==> config.mk <==
export PLATFORM = sky130hd
export DESIGN_NAME = pfd_fault_detect
export DESIGN_NICKNAME = d
export VERILOG_FILES = /design/src/pfd_pkg.sv /design/src/pfd_pulse_divider.sv /design/src/pfd_scan_debounce.sv /design/src/pfd_fault_detect.sv
export SDC_FILE = /design/constraint.sdc
export NUM_CORES = 1
export LEC_CHECK = 0
export ABC_AREA = 0
export ABC_CLOCK_PERIOD_IN_PS = 2550
export BUFFER_PORTS_ARGS = -buffer_cell sky130_fd_sc_hd__buf_2
export CAP_MARGIN = 20
export CORE_MARGIN = 5
export CORE_UTILIZATION = 55
export DETAILED_ROUTE_END_ITERATION = 10
export GPL_ROUTABILITY_DRIVEN = 0
export PLACE_DENSITY_LB_ADDON = 0.05
export SLEW_MARGIN = 20
export SYNTH_ARGS = -nofsm -noshare
export SYNTH_HDL_FRONTEND = slang
export SYNTH_HIERARCHICAL = 1
export SYNTH_SLANG_ARGS = --single-unit
==> constraint.sdc <==
create_clock -name clk -period 2.55 [get_ports clk]
set_clock_uncertainty 0.2 [all_clocks]
set_input_delay 0.1275 -clock clk [delete_from_list [all_inputs] [get_ports clk]]
set_output_delay 0.1275 -clock clk [all_outputs]
set_load 0.01 [all_outputs]
==> src/pfd_pkg.sv <==
package pfd_pkg;
   localparam int ADDR_W = 12;
   localparam int DATA_W = 32;
   // register indices; byte address is four times the index
   localparam logic [7:0] IDX_OPERATIONS = 8'h02;
   localparam logic [7:0] IDX_DOC_THRESH = 8'h0B;
   localparam logic [7:0] IDX_DELAY = 8'h0D;
   localparam logic [7:0] IDX_CONNECT = 8'h0E;
   localparam logic [7:0] IDX_COC_THRESH = 8'h0F;
   localparam logic [7:0] IDX_SUPPLY_MIN = 8'h1C;
   localparam logic [7:0] IDX_REG_ACTIVE = 8'h1D;
   localparam logic [7:0] IDX_REG_SLEEP = 8'h1E;
   localparam logic [7:0] IDX_PUMP_CTRL = 8'h24;
   localparam logic [7:0] IDX_FAULTS = 8'h63;
   localparam logic [7:0] IDX_STATUS = 8'h65;
   localparam logic [7:0] IDX_INDICATORS = 8'h67;
   localparam logic [7:0] IDX_TRANSISTORS = 8'h70;
   // field positions
   localparam int BIT_CLEAR_FAULTS = 1;
   localparam int BIT_DOC_CONNECT = 7;
   localparam int BIT_COC_CONNECT = 2;
   localparam int BIT_SUPPLY_UV = 7;
   localparam int BIT_COC_FAULT = 4;
   localparam int BIT_DOC_FAULT = 3;
   localparam int BIT_DISCHARGING = 7;
   localparam int BIT_CHARGING = 6;
   localparam int BIT_REG_ACTIVE = 2;
   localparam int BIT_REG_SLEEP = 1;
   localparam int BIT_PUMP_NRDY = 5;
   localparam int BIT_PUMP_EN = 7;
   localparam int BIT_CHG_FET = 0;
   localparam int BIT_DSG_FET = 1;
   localparam int DELAY_DOC_LSB = 4;
   localparam int DELAY_COC_LSB = 0;
   localparam int DELAY_W = 4;
   // reset values
   localparam logic [7:0] RST_OC_THRESH = 8'hFF;
   localparam logic [7:0] RST_DELAY = 8'h00;
   localparam logic [7:0] RST_SUPPLY_MIN = 8'h00;
   localparam logic [7:0] RST_REG_THRESH = 8'hFF;
   localparam logic RST_CONNECT = 1'b1;
   localparam logic RST_PUMP_EN = 1'b0;
   localparam logic RST_FET = 1'b0;
   // sense code of the current-direction detection level
   localparam logic [7:0] DETECT_LEVEL = 8'h01;
   // timing
   localparam int CLK_PERIOD_NS = 4;
   localparam int SLEEP_CHECK_MS = 256;
   localparam int SLEEP_CHECK_CYCLES_DEF = SLEEP_CHECK_MS * 1000000 / CLK_PERIOD_NS;
   // operating mode, gray along idle -> scan -> low power
   typedef enum logic [1:0] {
      MODE_IDLE = 2'b00,
      MODE_SCAN = 2'b01,
      MODE_LOW_POWER = 2'b11
   } pfd_mode_t;
endpackage

==> src/pfd_pulse_divider.sv <==
`timescale 1ns/1ns
module pfd_pulse_divider import pfd_pkg::*; #(
   parameter int PERIOD = SLEEP_CHECK_CYCLES_DEF
) (
   input wire logic clk,
   input wire logic rst_n,
   input wire logic run,
   output logic tick
);
   localparam int W = (PERIOD > 1) ? $clog2(PERIOD) : 1;

   typedef struct packed {
      logic [W-1:0] count;
      logic tick;
   } pfd_div_state_t;

   pfd_div_state_t r;
   pfd_div_state_t next_r;

   ////////////////////////////////////////////////////////////////////////
   // one pulse per period while running; stopping restarts the period
   always_comb begin
      next_r = r;
      next_r.tick = 1'b0;
      if (!run) begin
         next_r.count = '0;
      end else if (r.count == W'(PERIOD - 1)) begin
         next_r.count = '0;
         next_r.tick = 1'b1;
      end else begin
         next_r.count = r.count + W'(1);
      end
   end

   always_ff @(posedge clk) begin
      if (!rst_n) begin
         r <= '0;
      end else begin
         r <= next_r;
      end
   end

   assign tick = r.tick;
endmodule // pfd_pulse_divider

==> src/pfd_scan_debounce.sv <==
`timescale 1ns/1ns
module pfd_scan_debounce import pfd_pkg::*; #(
   parameter int CNT_W = DELAY_W
) (
   input wire logic clk,
   input wire logic rst_n,
   input wire logic sample,
   input wire logic over,
   input wire logic continuous,
   input wire logic [CNT_W-1:0] limit,
   output logic trip
);
   typedef struct packed {
      logic [CNT_W:0] run;
      logic trip;
   } pfd_deb_state_t;

   pfd_deb_state_t r;
   pfd_deb_state_t next_r;

   ////////////////////////////////////////////////////////////////////////
   // field value n means n+1 consecutive violations; a clean sample restarts
   always_comb begin
      next_r = r;
      next_r.trip = 1'b0;
      if (!continuous) begin
         next_r.run = '0;
         next_r.trip = sample & over;
      end else if (sample) begin
         if (!over) begin
            next_r.run = '0;
         end else if (r.run == {1'b0, limit}) begin
            next_r.run = '0;
            next_r.trip = 1'b1;
         end else begin
            next_r.run = r.run + (CNT_W + 1)'(1);
         end
      end
   end

   always_ff @(posedge clk) begin
      if (!rst_n) begin
         r <= '0;
      end else begin
         r <= next_r;
      end
   end

   assign trip = r.trip;
endmodule // pfd_scan_debounce

==> src/pfd_fault_detect.sv <==
`timescale 1ns/1ns
module pfd_fault_detect import pfd_pkg::*; #(
   parameter int SLEEP_CHECK_CYCLES = SLEEP_CHECK_CYCLES_DEF
) (
   input wire logic clk,
   input wire logic rst_n,
   // apb slave
   input wire logic psel,
   input wire logic penable,
   input wire logic pwrite,
   input wire logic [ADDR_W-1:0] paddr,
   input wire logic [DATA_W-1:0] pwdata,
   output logic [DATA_W-1:0] prdata,
   output logic pready,
   output logic pslverr,
   // measurement engine
   input wire pfd_mode_t mode,
   input wire logic continuous_scan,
   input wire logic meas_valid,
   input wire logic meas_is_regulator,
   input wire logic pack_current_negative,
   input wire logic [7:0] pack_current,
   input wire logic [7:0] supply_voltage,
   input wire logic [7:0] regulator_current,
   // power stage and scan control
   output logic charge_transistor,
   output logic discharge_transistor,
   output logic scan_stop,
   output logic charge_pump_not_ready
);
   typedef struct packed {
      logic [7:0] doc_thresh;
      logic [7:0] delay;
      logic [7:0] coc_thresh;
      logic [7:0] supply_min;
      logic [7:0] reg_active_thresh;
      logic [7:0] reg_sleep_thresh;
      logic [7:0] last_regulator;
      logic doc_connect;
      logic coc_connect;
      logic pump_en;
      logic chg_fet;
      logic dsg_fet;
      logic charging;
      logic discharging;
      logic supply_uv;
      logic coc_fault;
      logic doc_fault;
      logic reg_active_fault;
      logic reg_sleep_fault;
      logic pump_nrdy;
      logic scan_stop;
      pfd_mode_t prev_mode;
      logic [DATA_W-1:0] prdata;
   } pfd_state_t;

   pfd_state_t r;
   pfd_state_t next_r;

   ////////////////////////////////////////////////////////////////////////
   // address decode, shared by the read and write paths
   function automatic logic reg_hit(input logic [ADDR_W-1:0] a);
      logic [7:0] i;
      i = a[9:2];
      reg_hit = (a[1:0] == 2'b00) && (a[ADDR_W-1:10] == '0) &&
         (i == IDX_OPERATIONS || i == IDX_DOC_THRESH || i == IDX_DELAY ||
          i == IDX_CONNECT || i == IDX_COC_THRESH || i == IDX_SUPPLY_MIN ||
          i == IDX_REG_ACTIVE || i == IDX_REG_SLEEP || i == IDX_PUMP_CTRL ||
          i == IDX_FAULTS || i == IDX_STATUS || i == IDX_INDICATORS ||
          i == IDX_TRANSISTORS);
   endfunction

   function automatic logic [7:0] reg_index(input logic [ADDR_W-1:0] a);
      reg_index = a[9:2];
   endfunction

   ////////////////////////////////////////////////////////////////////////
   // measurement qualification
   logic in_scan;
   logic in_idle;
   logic in_low_power;
   logic continuous;
   logic pack_sample;
   logic reg_sample;
   logic chg_over;
   logic dsg_over;
   logic coc_trip;
   logic doc_trip;
   logic sleep_tick;
   logic supply_trip;
   logic reg_active_trip;
   logic reg_sleep_trip;
   logic oc_shutoff;
   logic shutoff;
   logic entering_lp;
   logic leaving_lp;
   logic wr;
   logic rd_setup;
   logic clear_faults;
   logic [7:0] widx;
   logic [7:0] wbyte;

   assign in_scan = (mode == MODE_SCAN);
   assign in_idle = (mode == MODE_IDLE);
   assign in_low_power = (mode == MODE_LOW_POWER);
   assign continuous = in_scan & continuous_scan;
   assign pack_sample = meas_valid & ~meas_is_regulator;
   assign reg_sample = meas_valid & meas_is_regulator;
   // comparisons against the programmed thresholds
   assign chg_over = pack_sample & ~pack_current_negative & (pack_current > r.coc_thresh);
   assign dsg_over = pack_sample & pack_current_negative & (pack_current > r.doc_thresh);
   assign supply_trip = reg_sample & (supply_voltage < r.supply_min);
   assign reg_active_trip = reg_sample & (in_scan | in_idle) &
      (regulator_current > r.reg_active_thresh);
   // sleep threshold checked on any regulator sample in low power and on the periodic check
   assign reg_sleep_trip = in_low_power &
      ((reg_sample & (regulator_current > r.reg_sleep_thresh)) |
       (sleep_tick & (r.last_regulator > r.reg_sleep_thresh)));
   assign oc_shutoff = in_scan & ((coc_trip & r.coc_connect) | (doc_trip & r.doc_connect));
   assign shutoff = oc_shutoff | supply_trip | reg_active_trip;
   assign entering_lp = in_low_power & (r.prev_mode != MODE_LOW_POWER);
   assign leaving_lp = in_idle & (r.prev_mode == MODE_LOW_POWER);

   // apb: zero wait states, read data captured in the setup cycle
   assign wr = psel & penable & pwrite & reg_hit(paddr);
   assign rd_setup = psel & ~penable & ~pwrite;
   assign widx = reg_index(paddr);
   assign wbyte = pwdata[7:0];
   assign clear_faults = wr & (widx == IDX_OPERATIONS) & wbyte[BIT_CLEAR_FAULTS];

   ////////////////////////////////////////////////////////////////////////
   // consecutive-violation counters; the delay nibbles pick the counts
   pfd_scan_debounce #(
      .CNT_W(DELAY_W)
   ) u_coc_debounce (
      .clk(clk),
      .rst_n(rst_n),
      .sample(pack_sample),
      .over(chg_over),
      .continuous(continuous),
      .limit(r.delay[DELAY_COC_LSB +: DELAY_W]),
      .trip(coc_trip)
   );

   pfd_scan_debounce #(
      .CNT_W(DELAY_W)
   ) u_doc_debounce (
      .clk(clk),
      .rst_n(rst_n),
      .sample(pack_sample),
      .over(dsg_over),
      .continuous(continuous),
      .limit(r.delay[DELAY_DOC_LSB +: DELAY_W]),
      .trip(doc_trip)
   );

   // periodic sleep check; runs only in low power so the first check is one period in
   pfd_pulse_divider #(
      .PERIOD(SLEEP_CHECK_CYCLES)
   ) u_sleep_check (
      .clk(clk),
      .rst_n(rst_n),
      .run(in_low_power),
      .tick(sleep_tick)
   );

   ////////////////////////////////////////////////////////////////////////
   // next state: registers, sticky faults, indicators and transistor control
   always_comb begin
      next_r = r;
      next_r.prev_mode = mode;
      next_r.scan_stop = continuous & (coc_trip | doc_trip | supply_trip | reg_active_trip);
      if (reg_sample) begin
         next_r.last_regulator = regulator_current;
      end
      // software writes
      if (wr) begin
         unique case (widx)
            IDX_DOC_THRESH: next_r.doc_thresh = wbyte;
            IDX_DELAY: next_r.delay = wbyte;
            IDX_COC_THRESH: next_r.coc_thresh = wbyte;
            IDX_SUPPLY_MIN: next_r.supply_min = wbyte;
            IDX_REG_ACTIVE: next_r.reg_active_thresh = wbyte;
            IDX_REG_SLEEP: next_r.reg_sleep_thresh = wbyte;
            IDX_CONNECT: begin
               next_r.doc_connect = wbyte[BIT_DOC_CONNECT];
               next_r.coc_connect = wbyte[BIT_COC_CONNECT];
            end
            IDX_PUMP_CTRL: next_r.pump_en = wbyte[BIT_PUMP_EN];
            IDX_TRANSISTORS: begin
               next_r.chg_fet = wbyte[BIT_CHG_FET];
               next_r.dsg_fet = wbyte[BIT_DSG_FET];
            end
            default: ; // status registers and the clear strobe are not storage
         endcase
      end
      // direction indicators follow each pack sample taken in scan mode
      if (pack_sample & in_scan) begin
         next_r.charging = ~pack_current_negative & (pack_current > DETECT_LEVEL);
         next_r.discharging = pack_current_negative & (pack_current > DETECT_LEVEL);
      end
      // sticky faults: a trip in the clearing cycle still lands
      next_r.coc_fault = (r.coc_fault & ~clear_faults) | coc_trip;
      next_r.doc_fault = (r.doc_fault & ~clear_faults) | doc_trip;
      next_r.supply_uv = (r.supply_uv & ~clear_faults) | supply_trip;
      next_r.reg_active_fault = (r.reg_active_fault & ~clear_faults) | reg_active_trip;
      next_r.reg_sleep_fault = (r.reg_sleep_fault & ~clear_faults) | reg_sleep_trip;
      // charge pump readiness across low-power entry and exit
      if (entering_lp & r.pump_en) begin
         next_r.pump_nrdy = 1'b1;
      end else if (leaving_lp) begin
         next_r.pump_nrdy = 1'b0;
      end
      // restore on exit from low power; a fault switch-off beats any turn-on
      if (leaving_lp) begin
         next_r.chg_fet = 1'b1;
         next_r.dsg_fet = 1'b1;
      end
      if (shutoff) begin
         next_r.chg_fet = 1'b0;
         next_r.dsg_fet = 1'b0;
      end
      // read data, latched in the setup cycle so it comes from a flop
      if (rd_setup) begin
         next_r.prdata = '0;
         if (reg_hit(paddr)) begin
            unique case (widx)
               IDX_DOC_THRESH: next_r.prdata[7:0] = r.doc_thresh;
               IDX_DELAY: next_r.prdata[7:0] = r.delay;
               IDX_COC_THRESH: next_r.prdata[7:0] = r.coc_thresh;
               IDX_SUPPLY_MIN: next_r.prdata[7:0] = r.supply_min;
               IDX_REG_ACTIVE: next_r.prdata[7:0] = r.reg_active_thresh;
               IDX_REG_SLEEP: next_r.prdata[7:0] = r.reg_sleep_thresh;
               IDX_CONNECT: begin
                  next_r.prdata[BIT_DOC_CONNECT] = r.doc_connect;
                  next_r.prdata[BIT_COC_CONNECT] = r.coc_connect;
               end
               IDX_PUMP_CTRL: next_r.prdata[BIT_PUMP_EN] = r.pump_en;
               IDX_FAULTS: begin
                  next_r.prdata[BIT_SUPPLY_UV] = r.supply_uv;
                  next_r.prdata[BIT_COC_FAULT] = r.coc_fault;
                  next_r.prdata[BIT_DOC_FAULT] = r.doc_fault;
               end
               IDX_STATUS: next_r.prdata[BIT_PUMP_NRDY] = r.pump_nrdy;
               IDX_INDICATORS: begin
                  next_r.prdata[BIT_DISCHARGING] = r.discharging;
                  next_r.prdata[BIT_CHARGING] = r.charging;
                  next_r.prdata[BIT_REG_ACTIVE] = r.reg_active_fault;
                  next_r.prdata[BIT_REG_SLEEP] = r.reg_sleep_fault;
               end
               IDX_TRANSISTORS: begin
                  next_r.prdata[BIT_CHG_FET] = r.chg_fet;
                  next_r.prdata[BIT_DSG_FET] = r.dsg_fet;
               end
               default: ; // operations register reads as zero
            endcase
         end
      end
   end

   always_ff @(posedge clk) begin
      if (!rst_n) begin
         r <= '0;
         r.doc_thresh <= RST_OC_THRESH;
         r.coc_thresh <= RST_OC_THRESH;
         r.delay <= RST_DELAY;
         r.supply_min <= RST_SUPPLY_MIN;
         r.reg_active_thresh <= RST_REG_THRESH;
         r.reg_sleep_thresh <= RST_REG_THRESH;
         r.doc_connect <= RST_CONNECT;
         r.coc_connect <= RST_CONNECT;
         r.pump_en <= RST_PUMP_EN;
         r.chg_fet <= RST_FET;
         r.dsg_fet <= RST_FET;
         r.prev_mode <= MODE_IDLE;
      end else begin
         r <= next_r;
      end
   end

   ////////////////////////////////////////////////////////////////////////
   // outputs
   assign prdata = r.prdata;
   assign pready = 1'b1; // never stalls; keeps the bus trivially safe
   assign pslverr = psel & penable & ~reg_hit(paddr);
   assign charge_transistor = r.chg_fet;
   assign discharge_transistor = r.dsg_fet;
   assign scan_stop = r.scan_stop;
   assign charge_pump_not_ready = r.pump_nrdy;

   ////////////////////////////////////////////////////////////////////////
   // checks
   // independent count of consecutive charge violations, so an early trip is visible
   logic [DELAY_W:0] chk_coc_run;
   always_ff @(posedge clk) begin
      if (!rst_n || !continuous) begin
         chk_coc_run <= '0;
      end else if (pack_sample) begin
         if (chg_over && chk_coc_run != {1'b0, r.delay[DELAY_COC_LSB +: DELAY_W]}) begin
            chk_coc_run <= chk_coc_run + (DELAY_W + 1)'(1);
         end else begin
            chk_coc_run <= '0;
         end
      end
   end
endmodule // pfd_fault_detect

Word level (Yosys, flattened, before mapping)
Cells that the tools add are included.

Add/subtract/negate cells: 3. Magnitude comparators: 7. Eq/ne operators: 20. Muxes and demuxes: 26. Bitwise operators: 59. Reduce and logical (&&, ||, !) cells: 33.

Operator list (count): 8-bit > comparator (5); 1-bit AND (38); 8-bit by 4-bit == test with 1-bit output (second input constant) (4); 8-bit by 7-bit == test with 1-bit output (second input constant) (4); 26-bit by 1-bit adder with 26-bit output (second input constant) (1); 26-bit == test (second input constant) (1); 8-bit by 5-bit == test with 1-bit output (second input constant) (3); 2-bit AND reduction (11); 1-bit case mux with 7 select lines (3); 5-bit 2-to-1 mux (4); 1-bit case mux with 8 select lines (2); 2-bit case mux with 7 select lines (1); 1-bit OR (13); 1-bit logical OR (12); 1-bit 2-to-1 mux (11); 5-bit by 1-bit adder with 5-bit output (second input constant) (2); 5-bit by 4-bit == test with 1-bit output (2); 1-bit case mux with 10 select lines (1); 8-bit by 2-bit == test with 1-bit output (second input constant) (1); 8-bit by 6-bit == test with 1-bit output (second input constant) (1); 8-bit by 1-bit > comparator with 1-bit output (second input constant) (1); 8-bit < comparator (1); 8-bit 2-to-1 mux (1); 1-bit inverter (8); 9 further kinds (17).

Register bits: 119. Input bits: 79. Word-level logic and storage cells: 177.

Logic depth before layout (Yosys ltp)
Gate-level depths: netlist of run 1.

Depth after elaboration: 20. Mapped depth: 11. Gate-level depth less buffers: 11.

Modules after synthesis
Netlist of run 1, hierarchy kept.

Modules (own cells, without submodules): pfd_fault_detect (times used 1, cells an instance 598, area an instance 5077.4 sq um, sequential area each 1601.5 sq um); pfd_pulse_divider (times used 1, cells an instance 147, area an instance 1310.0 sq um, sequential area each 540.5 sq um); pfd_scan_debounce (times used 2, cells an instance 38, area an instance 364.1 sq um, sequential area each 120.1 sq um).

Worst setup path before layout of run 1
Ideal clock, no wire load.

Kind: register to register. Start: register r[81] in the netlist's numbering. End: register u_coc_debounce/r[3] in the netlist's numbering. Arrival time: 1920 ps. Data required time: 2223 ps. Slack: 303 ps. Cell stages (with the launch flop): 12. Buffers on the path: 0. Period minus slack after synthesis: 2247 ps. Cell sequence: dfxtp_1 > inv_1 > ha_1 > nor2b_1 > o21a_1 > o21a_1 > o21a_1 > o21ai_0 > a21oi_1 > o21bai_1 > a31o_1 > a211oi_2.

Word-level cells in the longest chain between the ends: 3.

RTL lines: start: declaration (RTL line pfd_fault_detect.sv:57) `pfd_state_t r;`; start signal: assignment (RTL line pfd_fault_detect.sv:277) `r <= next_r;`; 8-bit > comparator (RTL line pfd_fault_detect.sv:110) `assign chg_over = pack_sample & ~pack_current_negative & (pack_current > r.coc_thresh);`; 1-bit AND (RTL line pfd_fault_detect.sv:110); named net chg_over (RTL line pfd_fault_detect.sv:85) `logic chg_over;`; 5-bit 2-to-1 mux (RTL line pfd_scan_debounce.sv:30) `if (!over) begin`; end signal: assignment (RTL line pfd_scan_debounce.sv:45) `r <= next_r;`; end: declaration (RTL line pfd_scan_debounce.sv:18) `pfd_deb_state_t r;`.

The timed path passes the listed nets, and every way through them passes these cells. A chain may end at the register's enable or synchronous reset.

Worst setup path after layout of run 1
Start: register r[81] in the netlist's numbering. End: register u_coc_debounce/r[4] in the netlist's numbering.

The elaborated chain is that of the path after synthesis.

==> impl_metrics.ini, run 1 <==
[pwr]
netSwitchingFraction = 0.226
cellInternalPower_uw = 3570
power.total_uw = 4610
p_sw_uw = 1040
pwr-share-seq = 0.407
pwr-share-clk = 0.519
power_frac_comb = 0.074
max-vdd-ir-drop_mv = 0.636
power-per-cell-area_mw_per_mm2 = 560
p_leak_uw = 0.00363

[drt]
m1WireLength_mm = 8.16
top_signal_layer_used = met4
met2_length_mm = 8.64
met3_routed_wirelength_mm = 1.31
remaining_drcs = 0
drt_first_iter_violations = 522
first_pass_drt_iterations = 7
vias = 6205
route.final.wire_length_mm = 18.6
ant_nets = 0
vias_per_cell = 5.75
route.detailed.wl_per_inst_um = 17.2

[timing]
timing_worst_slew_pin_value_ps = 531
max-slew-margin-rel = 0.646
post-route-period-util = 0.918
fmax_ghz = 0.427
maxSlewViolCount = 0
setup_violations = 0
finalHoldViolations = 0
timing.hold.ws_ps = 21.8
final.min_clock_period_ps = 2340
grt_setup_unrepaired = no
fin_tns_setup_ps = 0

[final_layout]
final_nets = 1024
finish.utilization = 0.650
antenna_cells = 0
area_growth_syn_to_layout_pct = 15.8
drive_above_1_share = 0.166

[floorplan]
die-height_um = 124
core_region_area_mm2 = 0.0127
initial_utilization = 0.562
die-area_mm2 = 0.0153
top_level_ports = 117
placement_rows = 41
fp.dieW_um = 124

[synthesis]
synth.yosys.warnings = 6
number_of_synthesized_flops_with_an_enable_pin = 0
mapped_avg_cell_area_um2 = 8.67
share_of_the_yosys_chip_area_belonging_to_registers = 0.335
synth.area.top_cells = sky130_fd_sc_hd__dfxtp_1 (33%), sky130_fd_sc_hd__ha_1 (8.8%), sky130_fd_sc_hd__nand2_1 (4.9%)
distinct_cell_type_count_of_the_synthesized_netlist = 78
synth-seq-cells = 119
gate_count_post_synth = 821
post-synth-top-area-fraction = 0.335
synth_async_sr_flop_share = 0
netlist.top_cell.by_area = sky130_fd_sc_hd__dfxtp_1
syn-cell-area_mm2 = 0.00712
ys_flop_type = sky130_fd_sc_hd__dfxtp_1

[worst_setup_path]
timing.reg2reg.worst_path_depth = 11
reg_to_reg_startpoint = r[81]$_SDFFE_PN1P_
timing.critical_path.arrival_ps = 2430
kind_of_end_point_of_the_critical_path = flip-flop
criticalPathCategory = flip-flop to flip-flop
worst_r2r_endpoint = u_coc_debounce/r[4]$_SDFFE_PN0P_
r2r_slack_ps = 210
setup.worst_path.start_class = flip-flop
cp_max_fo = 4
critPathRequiredTime_ps = 2640

[clocking]
cts_max_level = 4
clock_sink_count = 119
tritoncts = built
ctsLongestPathBuffers = 2
clkSlewWorstSetupHoldPaths_ps = 50
clock-root-buffer = sky130_fd_sc_hd__clkbuf_16
cts-buffers-inserted = 17
insertion_delay_ps = 420

[global_route]
globalRouteTotalUtil = 0.252
grt_antenna_before_repair = 0
grt-ovfl-total = 0
pin_count_of_the_biggest_net_entering_global_routing = 38
grt_first_pass_wirelength_mm = 30.0
first_global_vias = 6012

[outcome]
run_status = finished clean

[flow_run]
max_cap_viol_count = 0

[min_path]
min_delay_path_depth = 5
hp-start = pack_current[6]
hold_class = input port to flip-flop
min_delay_worst_endpoint = r[41]$_SDFFE_PN0P_

[place]
place.detailed.hpwl_mm = 13.8
portBuffers = 67
[layout by cell type, fill, tap and decap left out, drive strengths merged, types with 5 or more instances in the layout]
cell / instances
o31ai: 8
dfxtp: 119
or4: 10
or3: 7
a22o: 12
nand4: 24
buf: 83
inv: 52
a21oi: 35
xor2: 11
nor3: 12
nand3: 26
nand2b: 9
conb: 25
clkbuf: 26
ha: 50
and2: 7
nand2: 93
o211ai: 36
dlygate4sd3: 21
nor2b: 31
a22oi: 6
a211oi: 5
mux2i: 30
xnor2: 12
nor2: 30
and3: 13
o21ai: 29
a21o: 7
nor4: 9
a21boi: 10
o21a: 8
[cells in the mapped netlist, types with 3 or more instances]
library cell                count
sky130_fd_sc_hd__mux2_2         4
sky130_fd_sc_hd__xor2_1        11
sky130_fd_sc_hd__or3_1          4
sky130_fd_sc_hd__clkbuf_1      17
sky130_fd_sc_hd__and3_1        13
sky130_fd_sc_hd__o211ai_1      34
sky130_fd_sc_hd__nor4_1         7
sky130_fd_sc_hd__nor2_2         3
sky130_fd_sc_hd__or4_1          8
sky130_fd_sc_hd__a22oi_1        6
sky130_fd_sc_hd__nand2b_1       7
sky130_fd_sc_hd__nand3_2        4
sky130_fd_sc_hd__a21oi_1       34
sky130_fd_sc_hd__nand3_1       22
sky130_fd_sc_hd__nand4_1       22
sky130_fd_sc_hd__a211oi_1       3
sky130_fd_sc_hd__o31ai_1        8
sky130_fd_sc_hd__a21boi_0      10
sky130_fd_sc_hd__o21a_1         8
sky130_fd_sc_hd__nand2_1       93
sky130_fd_sc_hd__xnor2_1       12
sky130_fd_sc_hd__buf_4         35
sky130_fd_sc_hd__a221o_1        3
sky130_fd_sc_hd__nor2b_1       31
sky130_fd_sc_hd__ha_1          50
sky130_fd_sc_hd__o2bb2ai_1      3
sky130_fd_sc_hd__inv_1         52
sky130_fd_sc_hd__mux2i_1       30
sky130_fd_sc_hd__a21o_1         6
sky130_fd_sc_hd__nor3_1        11
sky130_fd_sc_hd__and2_1         7
sky130_fd_sc_hd__and4_1         4
sky130_fd_sc_hd__a22o_1        12
sky130_fd_sc_hd__buf_2         13
sky130_fd_sc_hd__o21ai_0       29
sky130_fd_sc_hd__nor2_1        27
sky130_fd_sc_hd__dfxtp_1      119
[worst max-delay path by stage]
stage	slack (ps)	start	cells past startpoint	to
after detailed placement	180	r[81]$_SDFFE_PN1P_	11	u_coc_debounce/r[4]$_SDFFE_PN0P_
after floorplan	300	r[81]$_SDFFE_PN1P_	11	u_coc_debounce/r[3]$_SDFFE_PN0P_
after global routing	40	r[70]$_SDFFE_PN1P_	8	scan_stop$_SDFF_PN0_
final	210	r[81]$_SDFFE_PN1P_	11	u_coc_debounce/r[4]$_SDFFE_PN0P_
after CTS	150	r[81]$_SDFFE_PN1P_	11	u_coc_debounce/r[5]$_SDFFE_PN0P_
after global placement	260	r[97]$_SDFFE_PN1P_	11	u_doc_debounce/r[5]$_SDFFE_PN0P_
[cell type report]
type,count,area [um^2]
fill,1114,4430
multi-input combinational,601,4180
sequential,119,2380
timing repair buffer,104,666
clock buffer,26,509
tap,172,215
inverter,52,195
clock inverter,6,88.8
[cell families (layout without fill, tap and decap cells)]
logic type / Yosys count / in the layout / share of synthesized area
AO/OA/AOI/OAI: 183 / 183 / 0.187
XOR/XNOR: 23 / 23 / 0.0283
adder cells (fa/ha/maj): 50 / 50 / 0.0879
buffers and inverters: 124 / 188 / 0.0921
flip-flops: 119 / 119 / 0.335
multiplexers: 34 / 34 / 0.0485
other: 2 / 25 / 0.00106
AND/OR/NAND/NOR: 286 / 286 / 0.221
[state kept, by name, indices dropped and copies added, names as in the netlist]
name                   cells
r                         68
u_sleep_check/r           26
prdata                     8
u_coc_debounce/r           5
u_doc_debounce/r           5
charge_pump_not_ready      1
charge_transistor          1
discharge_transistor       1
scan_stop                  1
u_coc_debounce/trip        1
u_doc_debounce/trip        1
u_sleep_check/tick         1
[critical path: stages, from the launching register on]
cell                        delay [ps]
sky130_fd_sc_hd__dfxtp_1           340
sky130_fd_sc_hd__inv_1              60
sky130_fd_sc_hd__ha_1              280
sky130_fd_sc_hd__nor2b_1           130
sky130_fd_sc_hd__o21a_1            160
sky130_fd_sc_hd__o21a_1            160
sky130_fd_sc_hd__o21a_1            160
sky130_fd_sc_hd__o21ai_1           170
sky130_fd_sc_hd__a21oi_2           130
sky130_fd_sc_hd__o21bai_1          210
sky130_fd_sc_hd__buf_4             170
sky130_fd_sc_hd__a2111oi_4          30
[metal layers]
metal  GRT usage  vias up
li1            -     3049
met1       0.322     2908
met2       0.415      215
met3      0.0604       33
met4      0.0879        0
met5           0        -
[through the flow]
| step | setup slack (ps) | instances | cell area, um^2 |
|---|---|---|---|
| finish | 208 | 1080 | 8240 |
| CTS | 153 | 1080 | 8230 |
| global route | 43.3 | 1080 | 8240 |
| floorplan | 303 | 844 | 7200 |
| global placement | 256 | 1027 | 7420 |
| detailed placement | 181 | 1027 | 7420 |
[power groups by stage]
stage / clock network, uW / registers [uW] / logic (uW)
2_1_floorplan: 0 / 1910 / 208
3_3_place_gp: 0 / 1920 / 303
3_5_place_dp: 0 / 1920 / 309
4_1_cts: 2440 / 1880 / 336
5_1_grt: 2530 / 1880 / 374
6_report: 2390 / 1880 / 339
[repair_timing]
item / CTS / global route
hold buffers: 21 / 0
hold endpoints to repair: 70 / 0
endpoints found under the setup margin: 0 / 6
setup buffers: 0 / 0
resized for setup: 0 / 5
Power figures use the tool's default switching activity.
==> run 2, diff against run 1 <==
--- a/config.mk
+++ b/config.mk
@@ -11,9 +11,10 @@
 export CAP_MARGIN = 20
 export CORE_MARGIN = 5
 export CORE_UTILIZATION = 55
+export CTS_CLUSTER_DIAMETER = 80
 export DETAILED_ROUTE_END_ITERATION = 10
 export GPL_ROUTABILITY_DRIVEN = 0
-export PLACE_DENSITY_LB_ADDON = 0.05
+export PLACE_DENSITY = 0.78
 export SLEW_MARGIN = 20
 export SYNTH_ARGS = -nofsm -noshare
 export SYNTH_HDL_FRONTEND = slang
==> impl_metrics.ini, run 2 (synthesized netlist as in run 1, its figures left out) <==
[timing]
setup_violations = 0
fmax_ghz = 0.421
post-route-period-util = 0.932
finalHoldViolations = 0
timing_worst_slew_pin_value_ps = 619
max-slew-margin-rel = 0.584
fin_tns_setup_ps = 0
timing.hold.ws_ps = 28.8
grt_setup_unrepaired = no
maxSlewViolCount = 0
final.min_clock_period_ps = 2380

[clocking]
clkSlewWorstSetupHoldPaths_ps = 50
cts-buffers-inserted = 17
insertion_delay_ps = 420
tritoncts = built
ctsLongestPathBuffers = 2
cts_max_level = 4
clock_sink_count = 119
clock-root-buffer = sky130_fd_sc_hd__clkbuf_16

[worst_setup_path]
cp_max_fo = 4
slowest_delay_ps = 370
timing.reg2reg.worst_path_depth = 11
critPathRequiredTime_ps = 2680
worst_r2r_endpoint = u_doc_debounce/r[3]$_SDFFE_PN0P_
criticalPathCategory = flip-flop to flip-flop
cp-startpoint = r[97]$_SDFFE_PN1P_
timing.critical_path.arrival_ps = 2510
r2r_slack_ps = 170
reg_to_reg_startpoint = r[97]$_SDFFE_PN1P_
setup.worst_path.start_class = flip-flop
kind_of_end_point_of_the_critical_path = flip-flop
critPathSlowestCell = sky130_fd_sc_hd__a21oi_1
timing.critical_path.cells = inv_1 -> ha_1 -> nor2b_1 -> o21a_1 -> o21a_1 -> o21a_1 -> o21ai_0 -> a21oi_1 -> o21bai_1 -> a31o_1 -> a211oi_2
crit_top_cell = sky130_fd_sc_hd__o21a_1

[drt]
route.final.wire_length_mm = 18.5
route.detailed.wl_per_inst_um = 17.0
first_pass_drt_iterations = 5
ant_nets = 0
vias_per_cell = 5.72
drt_first_iter_violations = 496
remaining_drcs = 0
vias = 6245

[global_route]
pin_count_of_the_biggest_net_entering_global_routing = 32
grt-ovfl-total = 0
grt_antenna_before_repair = 0
first_global_vias = 5941
grtUsageMet1 = 0.315
grt_first_pass_wirelength_mm = 29.6
top_usage_layer = met2
groute.layer.met3.usage = 0.0663
globalRouteTotalUtil = 0.250
met2_routing_resource_usage_after_global_routing = 0.403

[min_path]
min_delay_worst_endpoint = r[42]$_SDFFE_PN0P_
min_delay_path_depth = 5
hold_class = input port to flip-flop
hp-start = pack_current[6]

[floorplan]
core_region_area_mm2 = 0.0127
initial_utilization = 0.562
die-height_um = 124
fp.dieW_um = 124
top_level_ports = 117
die-area_mm2 = 0.0153
placement_rows = 41

[place]
place.detailed.hpwl_mm = 13.1
portBuffers = 67

[pwr]
power_frac_comb = 0.075
power-per-cell-area_mw_per_mm2 = 560
cellInternalPower_uw = 3650
p_sw_uw = 1030
max-vdd-ir-drop_mv = 0.727
pwr-share-seq = 0.402
pwr-share-clk = 0.523
netSwitchingFraction = 0.220
p_leak_uw = 0.00371

[final_layout]
layout.cells.most_common = sky130_fd_sc_hd__dfxtp_1
drive_above_1_share = 0.165
largest_register_by_flop_count = r
mostFrequentLayoutCells = sky130_fd_sc_hd__dfxtp_1 (119), sky130_fd_sc_hd__nand2_1 (93), sky130_fd_sc_hd__buf_2 (67)
antenna_cells = 0
largest_register_ff_count = 68
area_growth_syn_to_layout_pct = 17.3
final_nets = 1035

[flow_run]
max_cap_viol_count = 0

[outcome]
run_status = finished clean
[run 2: worst max-delay path by stage]
stage                                        to  slack [ps]
6_report       u_doc_debounce/r[3]$_SDFFE_PN0P_         170
2_1_floorplan  u_coc_debounce/r[3]$_SDFFE_PN0P_         300
3_5_place_dp   u_doc_debounce/r[3]$_SDFFE_PN0P_         210
3_3_place_gp   u_doc_debounce/r[5]$_SDFFE_PN0P_         210
5_1_grt        u_doc_debounce/r[3]$_SDFFE_PN0P_           5
4_1_cts        u_doc_debounce/r[3]$_SDFFE_PN0P_         190
[run 2: final cells by class]
| class | instances | area, um^2 |
|---|---|---|
| clock buffers | 24 | 492 |
| clock inverters | 8 | 119 |
| fillers | 1025 | 4320 |
| inverters | 52 | 195 |
| multi-input cells | 601 | 4170 |
| flip-flops and latches | 119 | 2380 |
| well taps | 172 | 215 |
| repair buffers | 115 | 771 |
[run 2: critical path, delay by kind of cell, from the launching register on]
kind	cells	cell delay, ps
AO/OA/AOI/OAI	8	1300
adder cells (fa/ha/maj)	1	280
AND/OR/NAND/NOR	1	120
buffers and inverters	1	70
flip-flops	1	330
[run 2: stage by stage]
stage	util	instance area, um^2	setup WS [ps]	instances	power [uW]
3_5_place_dp	0.587	7440	207	1029	2220
5_1_grt	0.659	8350	5.07	1091	4860
3_3_place_gp	0.587	7440	215	1029	2220
2_1_floorplan	-	7200	303	844	2120
4_1_cts	0.659	8350	191	1091	4700
6_report	0.659	8350	173	1091	4680
[run 2: repair_timing]
item                      in CTS  in global routing
hold buffers                  30                  0
hold endpoints to repair      76                  0
buffers inserted               0                  0
resized for setup              0                  0
[run 2: power by group through the flow]
| stage | Combinational, uW | Sequential [uW] | Clock [uW] |
|---|---|---|---|
| floorplan | 208 | 1910 | 0 |
| global placement | 304 | 1920 | 0 |
| detailed placement | 307 | 1920 | 0 |
| CTS | 344 | 1880 | 2480 |
| global route | 386 | 1880 | 2600 |
| finish | 352 | 1880 | 2450 |
[run 2: routing by layer]
layer	share of wire	routed length [um]
met5	0	0
met4	0.032	601
met3	0.065	1200
met2	0.47	8790
met1	0.43	7960
